[src/logic/vtt_consts.svh]
// Offsets, field positions, reset values and timing counts
`ifndef VTT_CONSTS_SVH
`define VTT_CONSTS_SVH
`define VTT_FRAME_LAST 9'h1AB
`define VTT_POS_V5 9'h000
`define VTT_POS_J2 9'h06B
`define VTT_POS_K4 9'h141
`define VTT_PERSIST_LAST 3'h4
`define VTT_TI_LAST 2'h2
`define VTT_OFF_CTRL 8'h00
`define VTT_OFF_STAT 8'h04
`define VTT_OFF_NBC 8'h08
`define VTT_OFF_FBC 8'h0C
`define VTT_TRACE_PAGE 2'h1
`define VTT_CTRL_RST 32'h00010001
`define VTT_C_MON 0
`define VTT_C_RDIREP 1
`define VTT_C_SSFREP 2
`define VTT_C_MISMATCH_CHECK_DISABLE 3
`define VTT_C_K4SEL 4
`define VTT_C_EXP_LSB 8
`define VTT_C_THR_LSB 16
`define VTT_ALL_ONES 8'hFF
`define VTT_CLK_NS 5
`define VTT_AIS_US 1000
`define VTT_AIS_CYC ((`VTT_AIS_US * 1000) / `VTT_CLK_NS)
`endif

[src/logic/vtt_pkg.sv]
// Types shared by the VC-2 trail termination files
package vtt_pkg;
  typedef enum logic [1:0] {VTT_HUNT = 2'b01, VTT_SYNC = 2'b10} vtt_sync_t;
endpackage

[src/logic/vtt_mem_if.sv]
// Carrier between the trail termination and its trace memory
`timescale 1ns/1ps
interface vtt_mem_if #(parameter int AW = 4, parameter int DW = 8);
  logic wr_en;
  logic [AW-1:0] wr_addr;
  logic [DW-1:0] wr_data;
  logic [AW-1:0] a_addr;
  logic [DW-1:0] a_data;
  logic [AW-1:0] b_addr;
  logic [DW-1:0] b_data;
  modport user (output wr_en, wr_addr, wr_data, a_addr, b_addr,
    input a_data, b_data);
  modport mem (input wr_en, wr_addr, wr_data, a_addr, b_addr,
    output a_data, b_data);
endinterface

[src/logic/vtt_mem.sv]
// Transmitted trace memory: one write port, two registered read ports
`timescale 1ns/1ps
module vtt_mem #(parameter int AW = 4, parameter int DW = 8) (
  // System
  input wire logic mclk,
  input wire logic resetn,
  // Memory access
  vtt_mem_if.mem mp
);
  logic [DW-1:0] cells [2**AW];

  always_ff @(posedge mclk)
  begin
    if (mp.wr_en)
    begin
      cells[mp.wr_addr] <= mp.wr_data;
    end
  end

  always_ff @(posedge mclk or negedge resetn)
  begin
    if (!resetn)
    begin
      mp.a_data <= '0;
      mp.b_data <= '0;
    end
    else
    begin
      mp.a_data <= cells[mp.a_addr];
      mp.b_data <= cells[mp.b_addr];
    end
  end
endmodule

[src/logic/vtt_top.sv]
// VC-2 path trail termination: source and sink over a sampled link clock
`timescale 1ns/1ps
`include "vtt_consts.svh"
module vtt_top import vtt_pkg::*; #(
  parameter int AIS_LIMIT_CYC = `VTT_AIS_CYC
) (
  // System
  input wire logic mclk,
  input wire logic resetn,
  // AHB-Lite slave
  input wire logic hsel,
  input wire logic [31:0] haddr,
  input wire logic [1:0] htrans,
  input wire logic hwrite,
  input wire logic [2:0] hsize,
  input wire logic [31:0] hwdata,
  input wire logic hready,
  output logic hreadyout,
  output logic hresp,
  output logic [31:0] hrdata,
  // Link clock and source input (adapted information)
  input wire logic link_clk,
  input wire logic [7:0] src_ai_d,
  input wire logic src_ai_fs,
  // Source output (characteristic information)
  output logic [7:0] src_ci_d,
  output logic src_ci_fs,
  // Sink input (characteristic information)
  input wire logic [7:0] snk_ci_d,
  input wire logic snk_ci_fs,
  input wire logic snk_ci_ssf,
  // Sink output (adapted information)
  output logic [7:0] snk_ai_d,
  output logic snk_ai_fs,
  output logic snk_ai_tsf,
  output logic snk_ai_tsd,
  // Management timing and equipment status
  input wire logic one_second,
  input wire logic equipment_defect
);
  function automatic logic [1:0] bip2(input logic [7:0] b);
    return {b[7] ^ b[5] ^ b[3] ^ b[1], b[6] ^ b[4] ^ b[2] ^ b[0]};
  endfunction

  function automatic logic [8:0] pos_step(input logic [8:0] p);
    return (p == `VTT_FRAME_LAST) ? 9'h000 : p + 9'h001;
  endfunction

  // Returns {defect, count}: five agreeing frames flip the defect
  function automatic logic [3:0] persist(input logic cur, input logic cond,
    input logic [2:0] cnt);
    logic [3:0] r;
    r = {cur, 3'h0};
    if (cond != cur)
    begin
      r = (cnt == `VTT_PERSIST_LAST) ? {cond, 3'h0} : {cur, cnt + 3'h1};
    end
    return r;
  endfunction

  vtt_mem_if #(.AW(4), .DW(8)) mif ();
  vtt_mem #(.AW(4), .DW(8)) u_mem (.mclk(mclk), .resetn(resetn), .mp(mif));

  // Link synchroniser: clock and data pass two stages together
  logic [19:0] lk_s1;
  logic [19:0] lk_s2;
  logic lk_clk_d;
  logic tick;
  logic s_fs;
  logic [7:0] s_d;
  logic k_fs;
  logic k_ssf;
  logic [7:0] k_d;

  always_ff @(posedge mclk or negedge resetn)
  begin
    if (!resetn)
    begin
      lk_s1 <= '0;
      lk_s2 <= '0;
      lk_clk_d <= 1'b0;
    end
    else
    begin
      lk_s1 <= {link_clk, src_ai_fs, src_ai_d, snk_ci_fs, snk_ci_ssf,
        snk_ci_d};
      lk_s2 <= lk_s1;
      lk_clk_d <= lk_s2[19];
    end
  end

  assign tick = lk_s2[19] & ~lk_clk_d;
  assign s_fs = lk_s2[18];
  assign s_d = lk_s2[17:10];
  assign k_fs = lk_s2[9];
  assign k_ssf = lk_s2[8];
  assign k_d = lk_s2[7:0];

  // Control register and defect state
  logic [31:0] ctrl;
  logic uneq;
  logic rdi_def;
  logic deg;
  logic tim;
  logic mon;
  logic ais;
  logic tsf;
  logic rdi_req;
  logic near_err;
  logic far_err;
  logic [7:0] ti_acc;
  logic [7:0] exp_ti;

  assign mon = ctrl[`VTT_C_MON];
  assign exp_ti = ctrl[`VTT_C_EXP_LSB +: 8];
  assign tim = ~ctrl[`VTT_C_MISMATCH_CHECK_DISABLE] & (ti_acc != exp_ti);
  assign ais = uneq | tim;
  assign tsf = k_ssf | uneq | tim;
  assign rdi_req = tsf;
  assign snk_ai_tsf = tsf;
  assign snk_ai_tsd = deg;

  // Source path
  vtt_sync_t src_state, next_src_state;
  logic [8:0] src_pos, next_src_pos, src_p;
  logic [1:0] src_acc, next_src_acc;
  logic [3:0] src_mf, next_src_mf;
  logic rei_flag, next_rei_flag;
  logic [7:0] next_src_ci_d, src_byte;
  logic next_src_ci_fs;
  logic src_live;

  assign src_live = (src_state == VTT_SYNC) | s_fs;
  assign src_p = s_fs ? `VTT_POS_V5 : src_pos;
  assign mif.b_addr = src_mf;

  always_comb
  begin
    next_src_state = src_state;
    next_src_pos = src_pos;
    next_src_acc = src_acc;
    next_src_mf = src_mf;
    next_src_ci_d = src_ci_d;
    next_src_ci_fs = src_ci_fs;
    next_rei_flag = rei_flag;
    src_byte = s_d;
    case (src_state)
      VTT_HUNT: if (tick & s_fs) next_src_state = VTT_SYNC;
      VTT_SYNC: next_src_state = VTT_SYNC;
      default: next_src_state = VTT_HUNT;
    endcase
    if (tick & src_live)
    begin
      if (src_p == `VTT_POS_V5)
      begin
        // V5: BIP-2, remote error, reserved, label from adapted side, RDI
        src_byte = {src_acc, rei_flag, 1'b0, s_d[3:1], rdi_req};
        next_rei_flag = 1'b0;
        next_src_mf = src_mf + 4'h1;
      end
      else if (src_p == `VTT_POS_J2)
      begin
        src_byte = mif.b_data;
      end
      else if (src_p == `VTT_POS_K4)
      begin
        // Bit 8 carries no defined value and is sent as zero
        src_byte = {s_d[7:4], {3{ctrl[`VTT_C_K4SEL]}}, 1'b0};
      end
      next_src_acc = ((src_p == `VTT_POS_V5) ? 2'h0 : src_acc)
        ^ bip2(src_byte);
      next_src_pos = pos_step(src_p);
    end
    if (tick)
    begin
      next_src_ci_d = src_byte;
      next_src_ci_fs = s_fs;
    end
    if (near_err)
    begin
      next_rei_flag = 1'b1;
    end
  end

  always_ff @(posedge mclk or negedge resetn)
  begin
    if (!resetn)
    begin
      src_state <= VTT_HUNT;
      src_pos <= 9'h000;
      src_acc <= 2'h0;
      src_mf <= 4'h0;
      rei_flag <= 1'b0;
      src_ci_d <= 8'h00;
      src_ci_fs <= 1'b0;
    end
    else
    begin
      src_state <= next_src_state;
      src_pos <= next_src_pos;
      src_acc <= next_src_acc;
      src_mf <= next_src_mf;
      rei_flag <= next_rei_flag;
      src_ci_d <= next_src_ci_d;
      src_ci_fs <= next_src_ci_fs;
    end
  end

  // Sink path
  vtt_sync_t snk_state, next_snk_state;
  logic [8:0] snk_pos, next_snk_pos, snk_p;
  logic [1:0] snk_acc, next_snk_acc;
  logic snk_full, next_snk_full;
  logic [7:0] ti_cand, next_ti_cand, next_ti_acc;
  logic [1:0] ti_cnt, next_ti_cnt;
  logic [2:0] uneq_cnt, rdi_cnt;
  logic [3:0] uneq_upd, rdi_upd;
  logic [7:0] next_snk_ai_d;
  logic next_snk_ai_fs;
  logic snk_live;

  assign snk_live = (snk_state == VTT_SYNC) | k_fs;
  assign snk_p = k_fs ? `VTT_POS_V5 : snk_pos;

  always_comb
  begin
    next_snk_state = snk_state;
    next_snk_pos = snk_pos;
    next_snk_acc = snk_acc;
    next_snk_full = snk_full;
    next_ti_cand = ti_cand;
    next_ti_cnt = ti_cnt;
    next_ti_acc = ti_acc;
    next_snk_ai_d = snk_ai_d;
    next_snk_ai_fs = snk_ai_fs;
    uneq_upd = {uneq, uneq_cnt};
    rdi_upd = {rdi_def, rdi_cnt};
    near_err = 1'b0;
    far_err = 1'b0;
    case (snk_state)
      VTT_HUNT: if (tick & k_fs) next_snk_state = VTT_SYNC;
      VTT_SYNC: next_snk_state = VTT_SYNC;
      default: next_snk_state = VTT_HUNT;
    endcase
    if (tick & snk_live)
    begin
      if (snk_p == `VTT_POS_V5)
      begin
        next_snk_full = 1'b1;
        near_err = snk_full & (k_d[7:6] != snk_acc);
        far_err = k_d[5];
        uneq_upd = persist(uneq, k_d[3:1] == 3'h0, uneq_cnt);
        rdi_upd = persist(rdi_def, k_d[0], rdi_cnt);
      end
      else if (snk_p == `VTT_POS_J2)
      begin
        // Trace accepted after four identical frames
        if (k_d != ti_cand)
        begin
          next_ti_cand = k_d;
          next_ti_cnt = 2'h0;
        end
        else if (ti_cnt == `VTT_TI_LAST)
        begin
          next_ti_acc = k_d;
        end
        else
        begin
          next_ti_cnt = ti_cnt + 2'h1;
        end
      end
      next_snk_acc = ((snk_p == `VTT_POS_V5) ? 2'h0 : snk_acc)
        ^ bip2(k_d);
      next_snk_pos = pos_step(snk_p);
    end
    if (tick)
    begin
      next_snk_ai_d = ais ? `VTT_ALL_ONES : k_d;
      next_snk_ai_fs = k_fs;
    end
  end

  always_ff @(posedge mclk or negedge resetn)
  begin
    if (!resetn)
    begin
      snk_state <= VTT_HUNT;
      snk_pos <= 9'h000;
      snk_acc <= 2'h0;
      snk_full <= 1'b0;
      ti_cand <= 8'h00;
      ti_cnt <= 2'h0;
      ti_acc <= 8'h00;
      uneq <= 1'b0;
      uneq_cnt <= 3'h0;
      rdi_def <= 1'b0;
      rdi_cnt <= 3'h0;
      snk_ai_d <= 8'h00;
      snk_ai_fs <= 1'b0;
    end
    else
    begin
      snk_state <= next_snk_state;
      snk_pos <= next_snk_pos;
      snk_acc <= next_snk_acc;
      snk_full <= next_snk_full;
      ti_cand <= next_ti_cand;
      ti_cnt <= next_ti_cnt;
      ti_acc <= next_ti_acc;
      {uneq, uneq_cnt} <= uneq_upd;
      {rdi_def, rdi_cnt} <= rdi_upd;
      snk_ai_d <= next_snk_ai_d;
      snk_ai_fs <= next_snk_ai_fs;
    end
  end

  // Per-second performance monitoring and degrade detection
  logic [15:0] near_acc, far_acc, near_cnt, far_cnt;
  logic [15:0] next_near_acc, next_far_acc, near_sum, far_sum;
  logic [15:0] next_near_cnt, next_far_cnt;
  logic nds_acc, fds_acc, near_ds, far_ds, next_deg;
  logic next_nds_acc, next_fds_acc, next_near_ds, next_far_ds;

  assign near_sum = near_acc + {15'h0000, near_err};
  assign far_sum = far_acc + {15'h0000, far_err};

  always_comb
  begin
    next_near_acc = near_sum;
    next_far_acc = far_sum;
    next_nds_acc = nds_acc | tsf | equipment_defect;
    next_fds_acc = fds_acc | rdi_def;
    next_near_cnt = near_cnt;
    next_far_cnt = far_cnt;
    next_near_ds = near_ds;
    next_far_ds = far_ds;
    next_deg = deg;
    if (one_second)
    begin
      next_near_cnt = near_sum;
      next_far_cnt = far_sum;
      next_near_ds = next_nds_acc;
      next_far_ds = next_fds_acc;
      next_deg = near_sum >= ctrl[`VTT_C_THR_LSB +: 16];
      next_near_acc = 16'h0000;
      next_far_acc = 16'h0000;
      next_nds_acc = 1'b0;
      next_fds_acc = 1'b0;
    end
  end

  always_ff @(posedge mclk or negedge resetn)
  begin
    if (!resetn)
    begin
      near_acc <= 16'h0000;
      far_acc <= 16'h0000;
      near_cnt <= 16'h0000;
      far_cnt <= 16'h0000;
      nds_acc <= 1'b0;
      fds_acc <= 1'b0;
      near_ds <= 1'b0;
      far_ds <= 1'b0;
      deg <= 1'b0;
    end
    else
    begin
      near_acc <= next_near_acc;
      far_acc <= next_far_acc;
      near_cnt <= next_near_cnt;
      far_cnt <= next_far_cnt;
      nds_acc <= next_nds_acc;
      fds_acc <= next_fds_acc;
      near_ds <= next_near_ds;
      far_ds <= next_far_ds;
      deg <= next_deg;
    end
  end

  // Correlated faults
  logic uneq_fault, mismatch_fault, degrade_fault, rdef_fault, ssf_fault;
  assign uneq_fault = uneq & mon;
  assign mismatch_fault = tim & ~uneq & mon;
  assign degrade_fault = deg & ~tim & mon;
  assign rdef_fault = rdi_def & ~uneq & ~tim & mon
    & ctrl[`VTT_C_RDIREP];
  assign ssf_fault = k_ssf & mon & ctrl[`VTT_C_SSFREP];

  // AHB-Lite slave: zero wait states, always OKAY
  logic dp_valid, next_dp_valid, dp_write, next_dp_write;
  logic [7:0] dp_addr, next_dp_addr;
  logic dp_mem, next_dp_mem;
  logic [31:0] rdq, next_rdq, next_ctrl;
  logic ap_take;

  assign ap_take = hsel & htrans[1] & hready;
  assign hreadyout = 1'b1;
  assign hresp = 1'b0;
  assign hrdata = dp_mem ? {24'h000000, mif.a_data} : rdq;
  assign mif.a_addr = haddr[5:2];
  assign mif.wr_en = dp_valid & dp_write & (dp_addr[7:6] == `VTT_TRACE_PAGE);
  assign mif.wr_addr = dp_addr[5:2];
  assign mif.wr_data = hwdata[7:0];

  always_comb
  begin
    next_dp_valid = ap_take;
    next_dp_write = ap_take & hwrite;
    next_dp_addr = ap_take ? haddr[7:0] : dp_addr;
    next_dp_mem = ap_take & ~hwrite & (haddr[7:6] == `VTT_TRACE_PAGE);
    next_ctrl = ctrl;
    next_rdq = 32'h00000000;
    if (ap_take & ~hwrite)
    begin
      case (haddr[7:0])
        `VTT_OFF_CTRL: next_rdq = ctrl;
        `VTT_OFF_STAT: next_rdq = {8'h00, ti_acc, 7'h00, ssf_fault,
          rdef_fault, degrade_fault, mismatch_fault, uneq_fault,
          rdi_def, deg, tim, uneq};
        `VTT_OFF_NBC: next_rdq = {15'h0000, near_ds, near_cnt};
        `VTT_OFF_FBC: next_rdq = {15'h0000, far_ds, far_cnt};
        default: next_rdq = 32'h00000000;
      endcase
    end
    if (dp_valid & dp_write & (dp_addr == `VTT_OFF_CTRL))
    begin
      next_ctrl = hwdata;
    end
  end

  always_ff @(posedge mclk or negedge resetn)
  begin
    if (!resetn)
    begin
      dp_valid <= 1'b0;
      dp_write <= 1'b0;
      dp_addr <= 8'h00;
      dp_mem <= 1'b0;
      rdq <= 32'h00000000;
      ctrl <= `VTT_CTRL_RST;
    end
    else
    begin
      dp_valid <= next_dp_valid;
      dp_write <= next_dp_write;
      dp_addr <= next_dp_addr;
      dp_mem <= next_dp_mem;
      rdq <= next_rdq;
      ctrl <= next_ctrl;
    end
  end

  // Helper: cycles spent in all-ones action without all-ones data
  logic [17:0] ais_wait;
  always_ff @(posedge mclk or negedge resetn)
  begin
    if (!resetn)
      ais_wait <= 18'h00000;
    else if (ais & (snk_ai_d != `VTT_ALL_ONES))
      ais_wait <= ais_wait + 18'h00001;
    else
      ais_wait <= 18'h00000;
  end
endmodule

[config.mk]
export PLATFORM = sky130hd
export DESIGN_NAME = vtt_top
export DESIGN_NICKNAME = d
export VERILOG_FILES = /design/src/logic/vtt_pkg.sv /design/src/logic/vtt_mem_if.sv /design/src/logic/vtt_mem.sv /design/src/logic/vtt_top.sv
export VERILOG_INCLUDE_DIRS = /design/src /design/src/logic
export SDC_FILE = /design/constraint.sdc
export NUM_CORES = 1
export LEC_CHECK = 0
export BUFFER_PORTS_ARGS = -buffer_cell sky130_fd_sc_hd__buf_2
export CORE_ASPECT_RATIO = 1.5
export CORE_MARGIN = 2
export CORE_UTILIZATION = 40
export CTS_CLUSTER_SIZE = 8
export DETAILED_ROUTE_END_ITERATION = 6
export PLACE_DENSITY = 0.63
export SLEW_MARGIN = 10
export SYNTH_ARGS = -nofsm -noshare
export SYNTH_HDL_FRONTEND = slang
export SYNTH_SLANG_ARGS = --single-unit
[constraint.sdc]
create_clock -name mclk -period 4 [get_ports mclk]
set_input_delay 0.8 -clock mclk [delete_from_list [all_inputs] [get_ports mclk]]
set_output_delay 0.8 -clock mclk [all_outputs]
set_load 0.005 [all_outputs]
# [Word level (Yosys, flattened, before mapping)]
# Memories as Yosys holds them, arrays and structs flattened. A register that Yosys moved wholly into a read port is not among the register bits.
# Cells that the tools add are included.
# Widths: inputs -> output; s select.
[word_totals] ram_bits=128 inputBits=96 out_inout_bits=54 elab_cells=183 register_bits=261 n_memories=1
[op_classes] n_bitwise=55 n_mux=38 magnitude_cmp=1 addsub=8 reduce_logical=17 n_eq_ne=25
[memory_table] memory="u_mem.cells" words=16 width=8 rd=2 rd_clocked_by_memory_dff=2 write_ports=1 line_no="vtt_mem.sv:10" rtl="logic [DW-1:0] cells [2**AW];"
[ops] cell="$pmux 32 s4" count=1
[ops] cell="$mux 32" count=2
[ops] cell="$mux 8" count=5
[ops] cell="$mux 9" count=4
[ops] cell="$add 16x1->16" count=2
[ops] cell="$mux 16" count=2
[ops] cell="$eq 9x9->1 const B" count=3
[ops] cell="$and 1x1->1" count=26
[ops] cell="$add 9x1->9 const B" count=2
[ops] cell="$eq 9x7->1 const B" count=2
[ops] cell="$logic_not 9->1" count=2
[ops] cell="$eq 8x4->1 const B" count=2
[ops] cell="$ge 16x16->1" count=1
[ops] cell="$logic_not 8->1" count=2
[ops] cell="$ne 8x8->1" count=2
[ops] cell="$reduce_and 4->1" count=4
[ops] cell="$mux 2" count=6
[ops] cell="$mux 3" count=4
[ops] cell="$xor 1x1->1" count=12
[ops] cell="$mux 1" count=11
[ops] cell="$eq 2x1->1 const B" count=4
[ops] cell="$eq 8x3->1 const B" count=1
[ops] cell="$or 1x1->1" count=8
[ops] cell="$pmux 2 s2" count=2
[ops] cell="other kinds (16)" count=34

# [Depth between registers and ports, before layout]
[depth] word_depth=10 depth_mapped=21

# [Modules after synthesis]
# Synthesis repeated with hierarchy kept, for this count alone.
[unflattened] hier_cells=1367 hier_area_um2=18187.4
[modules_own_cells] module="vtt_top" cells_each=1060 seq_area_each_um2=6536.3 area_per_inst_um2=11762.5 n_inst=1
[modules_own_cells] module="vtt_mem" cells_each=307 seq_area_each_um2=4244.1 area_per_inst_um2=6424.9 n_inst=1

# [Worst setup path before layout]
# OpenSTA, ideal clock, no wires.
[synth_timing] kind="register to register" startpoint="reg snk_pos[2]" endpoint="reg deg (netlist: snk_ai_tsd)" path_buffers=1 required_time_ns=3.865 path_stages_with_launch=20 arrival_time_ns=3.710 setup_ns=0.135 setup_slack_ns=0.155 cell_sequence="dfrtp_1 > or4_1 > nor4_1 > o21a_1 > nand2_1 > clkbuf_1 > nor2_1 > ha_1 > nand2_1 > nor4_1 > xnor2_1 > inv_1 > ha_1 > a21oi_1 > nor2b_1 > o21ai_0 > nand2b_1 > a21oi_1 > o21a_1 > o31ai_1"
[synth_between] elab_chain_len=6
[synth_lines] element="start, declared" line_no="vtt_top.sv:211" rtl="logic [8:0] snk_pos, next_snk_pos, snk_p;"
[synth_lines] element="start signal, assigned" line_no="vtt_top.sv:304" rtl="snk_pos <= next_snk_pos;"
[synth_lines] element="$mux 9" line_no="vtt_top.sv:223" rtl="assign snk_p = k_fs ? `VTT_POS_V5 : snk_pos;"
[synth_lines] element="$logic_not 9->1 (no line)"
[synth_lines] element="$mux 1" line_no="vtt_top.sv:247" rtl="if (snk_p == `VTT_POS_V5)"
[synth_lines] element="$mux 1" line_no="vtt_top.sv:245" rtl="if (tick & snk_live)"
[synth_lines] element="named net near_err" line_no="vtt_top.sv:109" rtl="logic near_err;"
[synth_lines] element="$add 16x1->16" line_no="vtt_top.sv:324" rtl="assign near_sum = near_acc + {15'h0000, near_err};"
[synth_lines] element="named net near_sum[9]" line_no="vtt_top.sv:319" rtl="logic [15:0] next_near_acc, next_far_acc, near_sum, far_sum;"
[synth_lines] element="$ge 16x16->1" line_no="vtt_top.sv:344" rtl="next_deg = near_sum >= ctrl[`VTT_C_THR_LSB +: 16];"
[synth_lines] element="end signal, assigned" line_no="vtt_top.sv:376" rtl="deg <= next_deg;"
[synth_lines] element="end, declared" line_no="vtt_top.sv:103" rtl="logic deg;"
# The timed path passes the listed nets, and every way through them passes these cells.
# A chain may end at the register's enable or synchronous reset.

# [Final worst setup path]
# Ends and elaborated chain as after synthesis.

==> impl_metrics.ini <==
[outcome]
status = finished clean

[clock_network]
clk_path_buf_depth = 3
cts.clk_slew.worst_paths_ps = 50
clk_latency_ps = 610
cts_tree = yes
root_buffer = clkbuf_16
cts-htree-levels = 2
cts_buffers = 57
numClockSinks = 405
hold_buffers = 0

[timing]
period_share_pct = 93.95
drv_slew = 0
fmax_mhz = 266.1
tightestPinTransition_ps = 1133
rsz0062_at_grt = false
period_needed_ps = 3758
setup_violations = 0
finalHoldViolations = 0
finalClockSkew_ps = 45.99
relSlewSlack_pct = 24.16
final.setup.tns_ps = 0

[detailed_routing]
vias = 11040
wire_per_inst_um = 19.80
routed_wl_um = 41760
drtIter0Drc = 775
drc = 0
ant_nets = 0
first_pass_iters = 5
viasPerCell = 5.234

[yosys]
ys_ff_latch = 405
async_flop_share_pct = 68.40
syn_area_per_cell_um2 = 13.49
post_synth_num_cell_types = 59
synth_cells = 1336
ys_seq_area_share_pct = 59.82
yosys_warnings = 0
syn_area_um2 = 18020
synth_edf_count = 128
postSynthNetCount = 1467
synthFlopType = dfrtp_1

[layout]
area.sequential_um2 = 10780
syn2layout_area_growth_pct = 17.27
diodes = 0
nets = 1622
nFillCells = 4018
drive_gt1_share_pct = 27.44
multi_input_area_um2 = 6837

[critical_path]
reg2reg_slack_ps = 240
critPathArrivalTime_ps = 4210
cp.required_ps = 4450
rr_endpoint = snk_ai_tsd
crit_end = snk_ai_tsd
critPathKind = reg -> reg
timing.rr.start = snk_pos[2]
start_kind = flop
reg2reg_depth = 15
critPathCaptureType = flop
path_max_fanout = 3
cp-startpoint = snk_pos[2]

[place]
place_hpwl_um = 29250
port_buffers = 119
gp_congestion = 0.8264

[floorplanning]
die_area_um2 = 46800
ios = 150
die_x_um = 177.3
start_util_pct = 40.32
core_area_um2 = 44690
dieHeight_um = 264.0
rows = 95

[grt]
antenna_found_initial = 0
grt_pass1_wl_um = 65360
grt.overflow.total = 0
gr-usage-all-layers_pct = 18.20
grt_pass1_vias = 11720
grt_max_degree = 92

[worst_hold_path]
hold_class = in -> async

[power_and_ir_drop]
power_density_nw_per_um2 = 516.8
p_leak_uw = 0.009018
vdd_drop_max_mv = 0.4076
power.total_uw = 10920

[job]
maxCapViolations = 0
## worst max-delay path: stages (launching register included)
cell       delay [ps]
dfrtp_1           370
or4_1             530
nor4_2            240
o21a_1            180
nand2_1            90
nor2_2            160
ha_2              220
ha_1              260
ha_1              290
a21o_1            160
a21o_1            170
a21o_1            170
a21o_1            200
a2111oi_2         360
buf_4             170
o31ai_1            60
## cell families (layout without fill, tap and decap cells)
kind of cell	after synthesis	in the layout	share of synthesized area, %
AND/OR/NAND/NOR	371	371	9.942
flip-flops	405	405	59.82
multiplexers	179	179	16.42
XOR/XNOR	67	67	3.256
other	2	2	0.04167
AO/OA/AOI/OAI	162	162	5.603
adder cells (fa/ha/maj)	35	35	2.430
buffers and inverters	115	306	2.492
## layer usage
layer | GRT usage (%) | routed length (um)
met1 | 21.88 | 16540
met2 | 32.56 | 22070
met3 | 3.195 | 1830
met5 | 0 | 0
met4 | 6.380 | 1314
## cell usage after synthesis (all sizes together), types with 11 or more instances
master | number | area [um2]
ha | 35 | 437.9
xor2 | 39 | 341.6
a22oi | 15 | 112.6
nand3 | 27 | 135.1
nand2 | 71 | 266.5
clkbuf | 42 | 157.7
and3 | 22 | 140.1
mux4 | 85 | 1914
nor3 | 18 | 90.09
a21oi | 47 | 235.2
xnor2 | 28 | 245.2
mux2 | 83 | 934.7
edfxtp | 128 | 3844
buf | 23 | 103.8
mux2i | 11 | 110.1
dfrtp | 273 | 6832
nand2b | 19 | 118.9
o21ai | 55 | 275.3
nor2 | 138 | 518.0
nor2b | 32 | 200.2
inv | 50 | 187.7
## final cells by class
cell class / instances / share of cell area, %
sequential: 405 / 51.02
multi-input combinational: 816 / 32.35
clock buffer: 90 / 7.335
timing repair buffer: 161 / 4.547
tap: 582 / 3.445
inverter: 50 / 0.8880
clock inverter: 5 / 0.4203
## metrics by stage
step / hold WS, ps / std cells / setup WS [ps] / util (%) / instance area, um2
3_3_place_gp: 331.9 / 2013 / 27.04 / 43.52 / 19450
5_1_grt: 269.5 / 2109 / 1.359 / 47.29 / 21140
6_report: 214.3 / 2109 / 242.0 / 47.29 / 21140
3_5_place_dp: 337.3 / 2013 / 51.05 / 43.52 / 19450
4_1_cts: 250.6 / 2108 / 19.39 / 47.19 / 21090
2_1_floorplan: 331.2 / 1336 / 155.3 / - / 18020
## power by group
group	internal, uW	switching [uW]
combinational	840	723
clock	2630	1780
sequential	4580	369
## worst min-delay path by stage
stage | startpoint | endpoint
6_report | resetn | nds_acc
5_1_grt | resetn | nds_acc
4_1_cts | resetn | nds_acc
3_5_place_dp | lk_s1[9] | lk_s2[9]
3_3_place_gp | lk_s1[19] | lk_s2[19]
2_1_floorplan | lk_s1[0] | lk_s2[0]
## what timing repair did
item,in CTS,in global routing
buffers inserted,0,1
gates resized for setup,0,9
endpoints found under the setup margin,0,1
## placed cells by master, fill, tap and decap left out, types with 32 or more instances in the layout
cell / count
ha_1: 34
nor2b_1: 32
clkbuf_1: 33
edfxtp_1: 128
buf_2: 117
xor2_1: 38
nand2_1: 71
clkbuf_16: 57
o21ai_0: 53
buf_4: 40
nor2_1: 136
dfrtp_1: 271
mux2_2: 83
mux4_2: 85
inv_1: 50
a21oi_1: 47
## sequential cells by signal, indices dropped and copies added (netlist names), 4 cells and up
name,cells
ctrl,32
dp_addr,8
far_acc,16
far_cnt,16
lk_s1,20
lk_s2,20
mif.b_addr,4
near_acc,16
near_cnt,16
rdq,32
snk_ai_d,8
snk_pos,9
src_ci_d,8
src_pos,9
ti_acc,8
ti_cand,8
u_mem.cells,128
u_mem.mp.a_data,8
u_mem.mp.b_data,8
No activity file was read; power rests on OpenSTA's default activity.
